--- config.mk ---
export PLATFORM = sky130hd
export DESIGN_NAME = crre_exec
export DESIGN_NICKNAME = d
export VERILOG_FILES = /design/src/crre_pkg.sv /design/src/crre_stack_if.sv /design/src/crre_exec.sv /design/src/crre_return_stack.sv
export VERILOG_INCLUDE_DIRS = /design/src
export SDC_FILE = /design/constraint.sdc
export NUM_CORES = 2
export LEC_CHECK = 0
export BUFFER_PORTS_ARGS = -buffer_cell sky130_fd_sc_hd__buf_2
export CAP_MARGIN = 10
export CORE_ASPECT_RATIO = 0.75
export CORE_MARGIN = 4
export CORE_UTILIZATION = 55
export DETAILED_ROUTE_END_ITERATION = 10
export PLACE_DENSITY = 0.84
export SLEW_MARGIN = 20
export SYNTH_ARGS = -nofsm -noshare
export SYNTH_HDL_FRONTEND = slang
export SYNTH_SLANG_ARGS = --single-unit
--- constraint.sdc ---
create_clock -name clk_sys -period 9 [get_ports clk_sys]
set_input_delay 1.35 -clock clk_sys [delete_from_list [all_inputs] [get_ports clk_sys]]
set_output_delay 1.35 -clock clk_sys [all_outputs]
set_load 0.005 [all_outputs]
--- src/crre_consts.svh ---
// Constants for the call, return and reset execution block
`ifndef CRRE_CONSTS_SVH
`define CRRE_CONSTS_SVH
`define CRRE_RELATIVE_CALL_OP_TOP5      5'h1B
`define CRRE_SWRESET_WORD    16'h00FF
`define CRRE_IRET_TOP15      15'h0008
`define CRRE_LRET_TOP8       8'h0C
`define CRRE_PC_W            21
`define CRRE_PC_STEP         21'h000002
`define CRRE_PC_RESET        21'h000000
`define CRRE_ACC_RESET       8'h00
`define CRRE_FLAGS_RESET     5'h00
`define CRRE_BANK_RESET      4'h0
`define CRRE_STACK_DEPTH     31
`define CRRE_SP_W            5
`define CRRE_Q_RESET_START   2'h1
`endif

--- src/crre_pkg.sv ---
// Types for the call, return and reset execution block
`include "crre_consts.svh"
package crre_pkg;
  typedef logic [`CRRE_PC_W-1:0] crre_pc_type;
  typedef logic [1:0] crre_phase_type;
  typedef enum logic [1:0] {CRRE_RUN, CRRE_FLUSH} crre_state_type;
  typedef enum logic [2:0] {
    CRRE_OP_NONE, CRRE_OP_CALL, CRRE_OP_RESET, CRRE_OP_IRET, CRRE_OP_LRET
  } crre_op_type;
endpackage : crre_pkg

--- src/crre_stack_if.sv ---
// Interface between the executor and its return stack
`timescale 1ns/10ps
interface crre_stack_if;
  import crre_pkg::*;
  logic        push;
  logic        pop;
  logic        clear;
  crre_pc_type push_value;
  crre_pc_type top;
  modport owner (output push, output pop, output clear,
                 output push_value, input top);
  modport store (input push, input pop, input clear,
                 input push_value, output top);
endinterface : crre_stack_if

--- src/crre_exec.sv ---
// Executes relative call, software reset, interrupt and literal returns
// What this block does
// - Top five bits 11011 mean relative call with an 11-bit signed offset.
// - The call pushes counter plus two before the counter changes.
// - The call loads counter+2+2n in two cycles and keeps the flags.
// - Word 0x00FF puts every register and flag at its reset value, except the phase count, the stack entries and the reset pulse, which it sets.
// - Word 0x0010/0x0011 pops the stack and loads its top into the counter.
// - The interrupt return sets the high or low priority global enable.
// - With the fast bit set, accumulator, flags, bank reload from shadows.
// - The literal return word 0x0Ckk writes the literal to the accumulator.
// - The literal return pops the stack into the counter in two cycles.
// - Both returns leave the counter high and upper latches as they were.
`timescale 1ns/10ps
`include "crre_consts.svh"
module crre_exec (
  input  wire logic             clk_sys,
  input  wire logic             rst_b,
  input  wire logic             instr_valid,
  input  wire logic [15:0]      instr_word,
  input  wire logic             irq_from_low,
  input  wire logic             pc_fetch_step,
  output crre_pkg::crre_pc_type pc,
  output logic [7:0]            accumulator,
  output logic [4:0]            flags,
  output logic [3:0]            bank_pointer,
  output logic [7:0]            pc_high_latch,
  output logic [4:0]            pc_upper_latch,
  output logic                  high_prio_global_irq_enable,
  output logic                  low_prio_global_irq_enable,
  output logic                  soft_reset_pulse,
  output logic                  instr_busy,
  output crre_pkg::crre_pc_type stack_top
);
  import crre_pkg::*;

  // ****************************************
  // State
  // ****************************************
  typedef struct packed {
    crre_state_type st;
    crre_phase_type phase;
    crre_op_type    op;
    logic [15:0]    word;
    crre_pc_type    pc;
    logic [7:0]     acc;
    logic [4:0]     flags;
    logic [3:0]     bank;
    logic [7:0]     acc_sh;
    logic [4:0]     flags_sh;
    logic [3:0]     bank_sh;
    logic [7:0]     lath;
    logic [4:0]     latu;
    logic           gieh;
    logic           giel;
    logic           srst;
  } crre_state_struct_type;

  crre_state_struct_type s_q, s_d;
  crre_stack_if stk ();

  crre_return_stack u_stack (
    .clk_sys (clk_sys),
    .rst_b   (rst_b),
    .stk     (stk)
  );

  // ****************************************
  // Decode
  // ****************************************
  crre_op_type dec_op;
  crre_pc_type rel_target;
  logic        fast_bit;

  always_comb begin
    dec_op = CRRE_OP_NONE;
    if (instr_word[15:11] == `CRRE_RELATIVE_CALL_OP_TOP5) begin
      dec_op = CRRE_OP_CALL;
    end else if (instr_word == `CRRE_SWRESET_WORD) begin
      dec_op = CRRE_OP_RESET;
    end else if (instr_word[15:1] == `CRRE_IRET_TOP15) begin
      dec_op = CRRE_OP_IRET;
    end else if (instr_word[15:8] == `CRRE_LRET_TOP8) begin
      dec_op = CRRE_OP_LRET;
    end
  end

  // Sign-extend offset, double it: word addressing
  assign rel_target = s_q.pc + `CRRE_PC_STEP
                    + {{(`CRRE_PC_W-12){s_q.word[10]}},
                       s_q.word[10:0], 1'b0};
  assign fast_bit = s_q.word[0];

  // ****************************************
  // Next state
  // ****************************************
  always_comb begin
    s_d = s_q;
    s_d.srst = 1'b0;
    stk.push = 1'b0;
    stk.pop = 1'b0;
    stk.clear = 1'b0;
    stk.push_value = s_q.pc + `CRRE_PC_STEP;
    s_d.phase = s_q.phase + 2'h1;
    if (pc_fetch_step && s_q.phase == 2'h3 && s_q.st == CRRE_RUN) begin
      s_d.pc = s_q.pc + `CRRE_PC_STEP;
    end
    unique case (s_q.st)
      CRRE_RUN: begin
        if (s_q.phase == 2'h0) begin
          s_d.op = instr_valid ? dec_op : CRRE_OP_NONE;
          s_d.word = instr_word;
        end
        unique case (s_q.op)
          CRRE_OP_CALL: begin
            if (s_q.phase == 2'h1) begin
              stk.push = 1'b1;
            end
            if (s_q.phase == 2'h3) begin
              s_d.pc = rel_target;
              s_d.st = CRRE_FLUSH;
            end
          end
          CRRE_OP_RESET: begin
            if (s_q.phase == `CRRE_Q_RESET_START) begin
              s_d = '0;
              s_d.phase = s_q.phase + 2'h1;
              s_d.pc = `CRRE_PC_RESET;
              s_d.acc = `CRRE_ACC_RESET;
              s_d.flags = `CRRE_FLAGS_RESET;
              s_d.bank = `CRRE_BANK_RESET;
              s_d.srst = 1'b1;
              stk.clear = 1'b1;
            end
          end
          CRRE_OP_IRET, CRRE_OP_LRET: begin
            if (s_q.phase == 2'h3) begin
              // Latches untouched on purpose
              s_d.pc = stk.top;
              stk.pop = 1'b1;
              s_d.st = CRRE_FLUSH;
              if (s_q.op == CRRE_OP_LRET) begin
                s_d.acc = s_q.word[7:0];
              end else begin
                if (irq_from_low) begin
                  s_d.giel = 1'b1;
                end else begin
                  s_d.gieh = 1'b1;
                end
                if (fast_bit) begin
                  s_d.acc = s_q.acc_sh;
                  s_d.flags = s_q.flags_sh;
                  s_d.bank = s_q.bank_sh;
                end
              end
            end
          end
          CRRE_OP_NONE: begin
          end
          default: begin
          end
        endcase
      end
      CRRE_FLUSH: begin
        // Whole cycle idle; prefetched word dropped
        s_d.op = CRRE_OP_NONE;
        if (s_q.phase == 2'h3) begin
          s_d.st = CRRE_RUN;
        end
      end
      default: begin
        s_d.st = CRRE_RUN;
      end
    endcase
  end

  always_ff @(posedge clk_sys or negedge rst_b) begin
    if (!rst_b) begin
      s_q <= '0;
    end else begin
      s_q <= s_d;
    end
  end

  // ****************************************
  // Outputs
  // ****************************************
  assign pc = s_q.pc;
  assign accumulator = s_q.acc;
  assign flags = s_q.flags;
  assign bank_pointer = s_q.bank;
  assign pc_high_latch = s_q.lath;
  assign pc_upper_latch = s_q.latu;
  assign high_prio_global_irq_enable = s_q.gieh;
  assign low_prio_global_irq_enable = s_q.giel;
  assign soft_reset_pulse = s_q.srst;
  assign instr_busy = (s_q.st == CRRE_FLUSH) || (s_q.op != CRRE_OP_NONE);
  assign stack_top = stk.top;
endmodule : crre_exec

--- src/crre_return_stack.sv ---
// Hardware return stack held in flip-flops
`timescale 1ns/10ps
`include "crre_consts.svh"
module crre_return_stack (
  input  wire logic clk_sys,
  input  wire logic rst_b,
  crre_stack_if.store stk
);
  import crre_pkg::*;
  typedef struct packed {
    crre_pc_type [`CRRE_STACK_DEPTH-1:0] mem;
    logic [`CRRE_SP_W-1:0]               ptr;
  } crre_stk_state_type;
  crre_stk_state_type s_q, s_d;

  // Ptr counts live entries; overflow wraps silently
  always_comb begin
    s_d = s_q;
    if (stk.clear) begin
      s_d.ptr = '0;
    end else if (stk.push) begin
      // Push past the last entry keeps no value
      if (s_q.ptr < `CRRE_SP_W'(`CRRE_STACK_DEPTH)) begin
        s_d.mem[s_q.ptr] = stk.push_value;
      end
      s_d.ptr = s_q.ptr + `CRRE_SP_W'(1);
    end else if (stk.pop) begin
      s_d.ptr = s_q.ptr - `CRRE_SP_W'(1);
    end
  end

  always_ff @(posedge clk_sys or negedge rst_b) begin
    if (!rst_b) begin
      s_q <= '0;
    end else begin
      s_q <= s_d;
    end
  end

  assign stk.top = (s_q.ptr == '0) ? `CRRE_PC_RESET
                 : s_q.mem[s_q.ptr - `CRRE_SP_W'(1)];
endmodule : crre_return_stack

Word level (Yosys, flattened, before mapping)
Cells that the tools add are included.

word-level totals
  memory bits (writable) = 0
  word-level logic and storage cells = 141
  memories = 0
  input bits = 21
  bits in read-only memories = 0
  output and inout bits = 76
  latch bits = 0
  bits in registers = 720

cells by class
  eq/ne operators = 22
  shift operators = 0
  multiplexer cells = 47
  divide/modulo/power cells = 0
  order comparisons = 4
  add/subtract/negate cells = 5
  multipliers = 0
  bitwise operators = 1
  reductions and logical operators = 19

operators with widths
  operator                                                                number
  651-bit bitwise mux                                                     1
  21-bit two-way mux                                                      6
  21-bit binary-select mux with 5-bit select                              1
  21-bit demux with 5-bit select                                          1
  94-bit two-way mux                                                      1
  71-bit two-way mux                                                      1
  21-bit one-hot mux with 3 select lines                                  1
  38-bit two-way mux                                                      1
  17-bit one-hot mux with 2 select lines                                  1
  30-bit two-way mux                                                      1
  21-bit by 2-bit adder with 21-bit output, second input constant         1
  21-bit adder                                                            1
  19-bit two-way mux                                                      1
  6-bit AND reduction                                                     3
  17-bit two-way mux                                                      1
  16-bit by 8-bit equality test with 1-bit output, second input constant  1
  15-bit by 4-bit equality test with 1-bit output, second input constant  1
  3-bit two-way mux                                                       5
  5-bit two-way mux                                                       3
  2-bit != test, second input constant                                    7
  5-bit by 6-bit < comparator with 1-bit output, second input constant    2
  2-bit one-hot mux with 2 select lines                                   3
  1-bit two-way mux                                                       11
  2-bit two-way mux                                                       5
  29 further kinds                                                        38

Longest topological paths before layout
  depth after elaboration = 10
  gate-level depth with buffers = 17
  mapped depth without buffers = 15

Cells and area by module
Synthesis repeated with hierarchy kept, for this count alone.

second synthesis, totals
  cell total of the unflattened synthesis = 2,480
  area, all modules = 34,366.7 um^2

by module, submodules not included
  module             cells an instance  instances  area each (um^2)  sequential area each (um^2)
  crre_return_stack  1,975              1          30,189.0          16,415.7
  crre_exec          505                1          4,177.8           1,226.2

Least setup slack after synthesis
OpenSTA, ideal clock, no wires.

  path kind = register -> output
  from = register u_stack.s_q[0] (netlist bit)
  to = output stack_top[7]
  slack = 4.254 ns
  arrival time = 3.396 ns
  required time = 7.650 ns
  path buffers = 9
  cell stages (with the launch flop) = 16
  cell sequence = dfrtp_1 buf_6 buf_4 buf_4 buf_4 clkinv_1 ha_1 clkbuf_1 buf_2 buf_1 clkbuf_1 buf_2 a211oi_1 a31oi_1 nand2_1 a21oi_1

on the way
  cells in the longest elaborated chain, start to end = 4
  elaborated cells on any way between the ends = 5
  those cells by class = 1 x add/sub; 3 x mux; 1 x reduce/logical

RTL lines
  item                                         line                     source
  from (decl)                                  crre_return_stack.sv:14  crre_stk_state_type s_q, s_d;
  from (signal assigned)                       crre_return_stack.sv:34  s_q <= '0;
  from (signal assigned)                       crre_return_stack.sv:36  s_q <= s_d;
  5-bit by 1-bit subtractor with 5-bit output  crre_return_stack.sv:41  : s_q.mem[s_q.ptr - `CRRE_SP_W'(1)];
  21-bit binary-select mux with 5-bit select   crre_return_stack.sv:41
  21-bit two-way mux                           crre_return_stack.sv:41
  21-bit two-way mux (*)                       crre_return_stack.sv:40  assign stk.top = (s_q.ptr == '0) ? `CRRE_PC_RESET
  to (decl)                                    crre_exec.sv:32          output crre_pkg::crre_pc_type stack_top

Mark *: on every way between the ends. The rest lies on a longest branch, timed or not. The select of a mux whose other input is x is not followed.

Final worst setup path
  from = register u_stack.s_q[0] (netlist bit)
  to = output stack_top[0]

The elaborated chain is that of the path after synthesis.

==> metrics.md <==
| Metric | Value |
|---|---|
| Total of flip-flops plus latches after synthesis | `705` |
| Routed WL per cell | `~24 um` |
| Status | `complete, no violations` |
| Hold_sp | `u_stack.s_q[6]` |
| Tcrit/Tclk final | `0.756` |
| Hold Vio Cnt, Final | `0` |
| DR iter-0 viols | `3512` |
| HPWL after DPL | `58.3 mm` |
| Cell family with most CP delay | `multiplexers` |
| WP data arrival | `~5.5 ns` |
| Worst-path clk slew | `approximately 0.07 ns` |
| Worst R2R Start | `u_stack.s_q[0]` |
| Hold buffers post-CTS | `0` |
| CP max stage cell | `ha_4` |
| Most common cell after layout, fill and taps aside | `dfrtp_1` |
| Synth Area per Inst | `around 10 um^2` |
| Peak supply drop | `roughly 0.00022 V` |
| Commonest non-fill, non-tap cells in the layout | `dfrtp_1 (703), a21oi_1 (436), nor2_1 (421), nand2_1 (392), o21ai_0 (250)` |
| Setup violators final | `0` |
| Layout cells sized above 1 | `0.169` |
| Commonest register cell after synthesis | `dfrtp_1` |
| Hold endpoint | `u_stack.s_q[6]` |
| # IOs | `between 90 and 100` |
| Crit path cell chain | `clkinv_1 -> ha_4 -> buf_4 -> mux4_2 -> mux4_2 -> mux2i_1 -> nor2_1 -> buf_2` |
| Relative slew slack | `0.236` |
| Post-synth ARST share | `1.00` |
| Placed instance area | `0.0343 mm^2` |
| DR vias/cell | `6.49` |
| Hold Path Depth | `2` |
| WS Path Type | `reg2out` |
| R2R Path End | `pc[15]` |
| CP max stage delay | `between 0.9 and 1 ns` |
| CP startpoint kind | `flop` |
| Nets | `3187` |
| Netlist cell types | `between 60 and 70` |
| Critical path fanouts, max | `53` |
| Tightest Pin Transition | `roughly 1.1 ns` |
| WP buf/inv | `3` |
| Power Dens Cells | `between 200 and 250 mW/mm^2` |
| Max capacitance violation total | `0` |
| Clock sinks | `just over 700` |
| Post-CTS Resized | `0` |
| Maximum clock insertion buffer count | `3` |
| Detail Route Antenna Nets | `0` |
| First-pass DRT Iterations | `11` |
| Max Fclk | `about 150 MHz` |
| Yosys warning total | `0` |
| Reg-to-reg slack, setup | `3.98 ns` |
| Starting Density | `0.556` |
| Die ar. | `around 0.065 mm^2` |
| CTS buffer count | `60` |
| Yosys top cell area share | `0.525` |
| Post-CTS Setup Bufs | `0` |
| RSZ-0062 raised after global routing | `false` |
| Multi-input logic area | `0.0145 mm^2` |
| CTS tree | `yes` |
| Area contributors post-synth | `dfrtp_1 (53%), mux4_2 (10%), a21oi_1 (6.5%)` |
| Min cycle time layout | `6.80 ns` |
| CORE AREA | `between 0.06 and 0.07 mm^2` |
| Synth Cell Area | `0.0336 mm^2` |
| Final instance area | `0.0363 mm^2` |
| Clk_skew | `~0.016 ns` |
| Fin Setup TNS | `0 ns` |
| EDFF count, synth | `0` |
| Most common cell on crit path | `mux4_2` |
| Yosys top cell by area | `dfrtp_1` |
| GRT Total Usage | `0.287` |
| Htree depth | `2` |
| Sequential share of the synthesized area | `0.525` |
| Pre-CTS setup slack | `a little over 3 ns` |
| Area Overhead vs Synth | `8.17%` |
| Initial antenna violation count | `2` |
| I/O Buffers | `74` |
| Hold Path Class | `reg2reg` |
| Clock Latency Late Sink | `0.62 ns` |
| Largest net degree at the start of global routing | `roughly 180` |
| Rows | `78` |
| First-pass GRT wire length | `between 100 and 150 mm` |
| Vias in the first global route | `between 20000 and 30000` |
| Final Max Tran Viols | `0` |
| Die height | `about 220 um` |
| Sequential Area | `~0.018 mm^2` |
| GP Congestion | `around 0.95` |
| GR Overflow Total | `0` |
| DRC Markers | `0` |
| WP data required | `about 7.7 ns` |
| Die Wd | `roughly 290 um` |
| P_leak | `approximately 0.017 uW` |
| Drt total wl | `between 90 and 100 mm` |
| Clock root buffer | `clkbuf_16` |
| Critical path endpoint category | `output port` |
| R2R depth | `7` |
| Via count | `25800` |
| Fin util | `0.601` |
| Syn Inst Count | `~3200` |
| PnR worst setup slack | `2.20 ns` |
| Fillers | `4596` |
worst max-delay path by stage:
stage / slack (ns) / cells after the start / to / start
final: 2.20 / 8 / stack_top[0] / u_stack.s_q[0]
after global routing: 2.03 / 11 / stack_top[12] / u_stack.s_q[0]
after CTS: 2.36 / 8 / stack_top[0] / u_stack.s_q[0]
after detailed placement: 3.03 / 8 / stack_top[0] / u_stack.s_q[0]
after global placement: 3.09 / 8 / stack_top[0] / u_stack.s_q[0]
after floorplan: 4.25 / 15 / stack_top[7] / u_stack.s_q[0]
metrics by stage:
| stage | hold WS (ns) | cells | total power [uW] |
|---|---|---|---|
| after floorplan | 0.442 | 3258 | 4480 |
| after global placement | 0.455 | 3871 | 5080 |
| after detailed placement | 0.464 | 3871 | 5100 |
| after CTS | 0.478 | 3981 | 7720 |
| after global routing | 0.499 | 3984 | 8040 |
| final | 0.477 | 3985 | 7800 |
cell type report:
class / count / area share
Sequential cell: 705 / 0.486
Multi-Input combinational cell: 2187 / 0.400
Clock buffer: 90 / 0.0478
Timing Repair Buffer: 148 / 0.0286
Tap cell: 800 / 0.0276
Clock inverter: 20 / 0.00668
Inverter: 34 / 0.00351
Antenna cell: 1 / 0.0000689
worst register-to-register path, stage by stage, from the launching register on:
cell and delay [ns]:
dfrtp_4 0.90, clkinv_1 0.60, ha_4 0.99, buf_4 0.62, mux4_2 0.41, mux4_2 0.61
a22oi_1 0.62, nand2_1 0.13
where the power goes:
part | switching (uW) | total [uW] | internal (uW)
combinational | 1280 | 1800 | 522
clock | 1190 | 2670 | 1480
sequential | 113 | 3330 | 3210
state kept, by name, indices dropped and copies added, names as in the netlist:
signal	cells
high_prio_global_irq_enable	1
low_prio_global_irq_enable	1
fast_bit	1
accumulator	8
soft_reset_pulse	1
u_stack.s_q	656
pc	21
s_q	16
per-layer routing:
metal  up-vias  wire [um]  track usage
li1      11000          -            -
met1     12800      36400        0.407
met2      1768      41100        0.414
met3       316      13700        0.101
met4         2       3750        0.104
met5         -         13            0
Yosys cell counts (26+ instances only):
| library cell | count |
|---|---|
| mux2i_1 | 38 |
| buf_4 | 71 |
| nor2_1 | 436 |
| mux4_2 | 149 |
| nand3_1 | 73 |
| nand2_1 | 392 |
| nor3_1 | 26 |
| mux2_2 | 84 |
| xor2_1 | 32 |
| a211oi_1 | 31 |
| clkbuf_1 | 155 |
| a21oi_1 | 436 |
| dfrtp_1 | 705 |
| ha_1 | 29 |
| o21ai_0 | 250 |
| inv_1 | 33 |
| buf_2 | 91 |
logic make-up (layout without fill, tap and decap cells):
kind of cell / count (synthesis) / after routing / share of synthesized area
AND/OR/NAND/NOR: 994 / 994 / 0.121
AO/OA/AOI/OAI: 811 / 811 / 0.131
flip-flops: 705 / 705 / 0.525
buffers and inverters: 366 / 292 / 0.0541
multiplexers: 274 / 274 / 0.142
XOR/XNOR: 56 / 56 / 0.0151
adder cells (fa/ha/maj): 30 / 30 / 0.0114
other: 1 / 23 / 0.000112
Power figures use the tool's default switching activity.
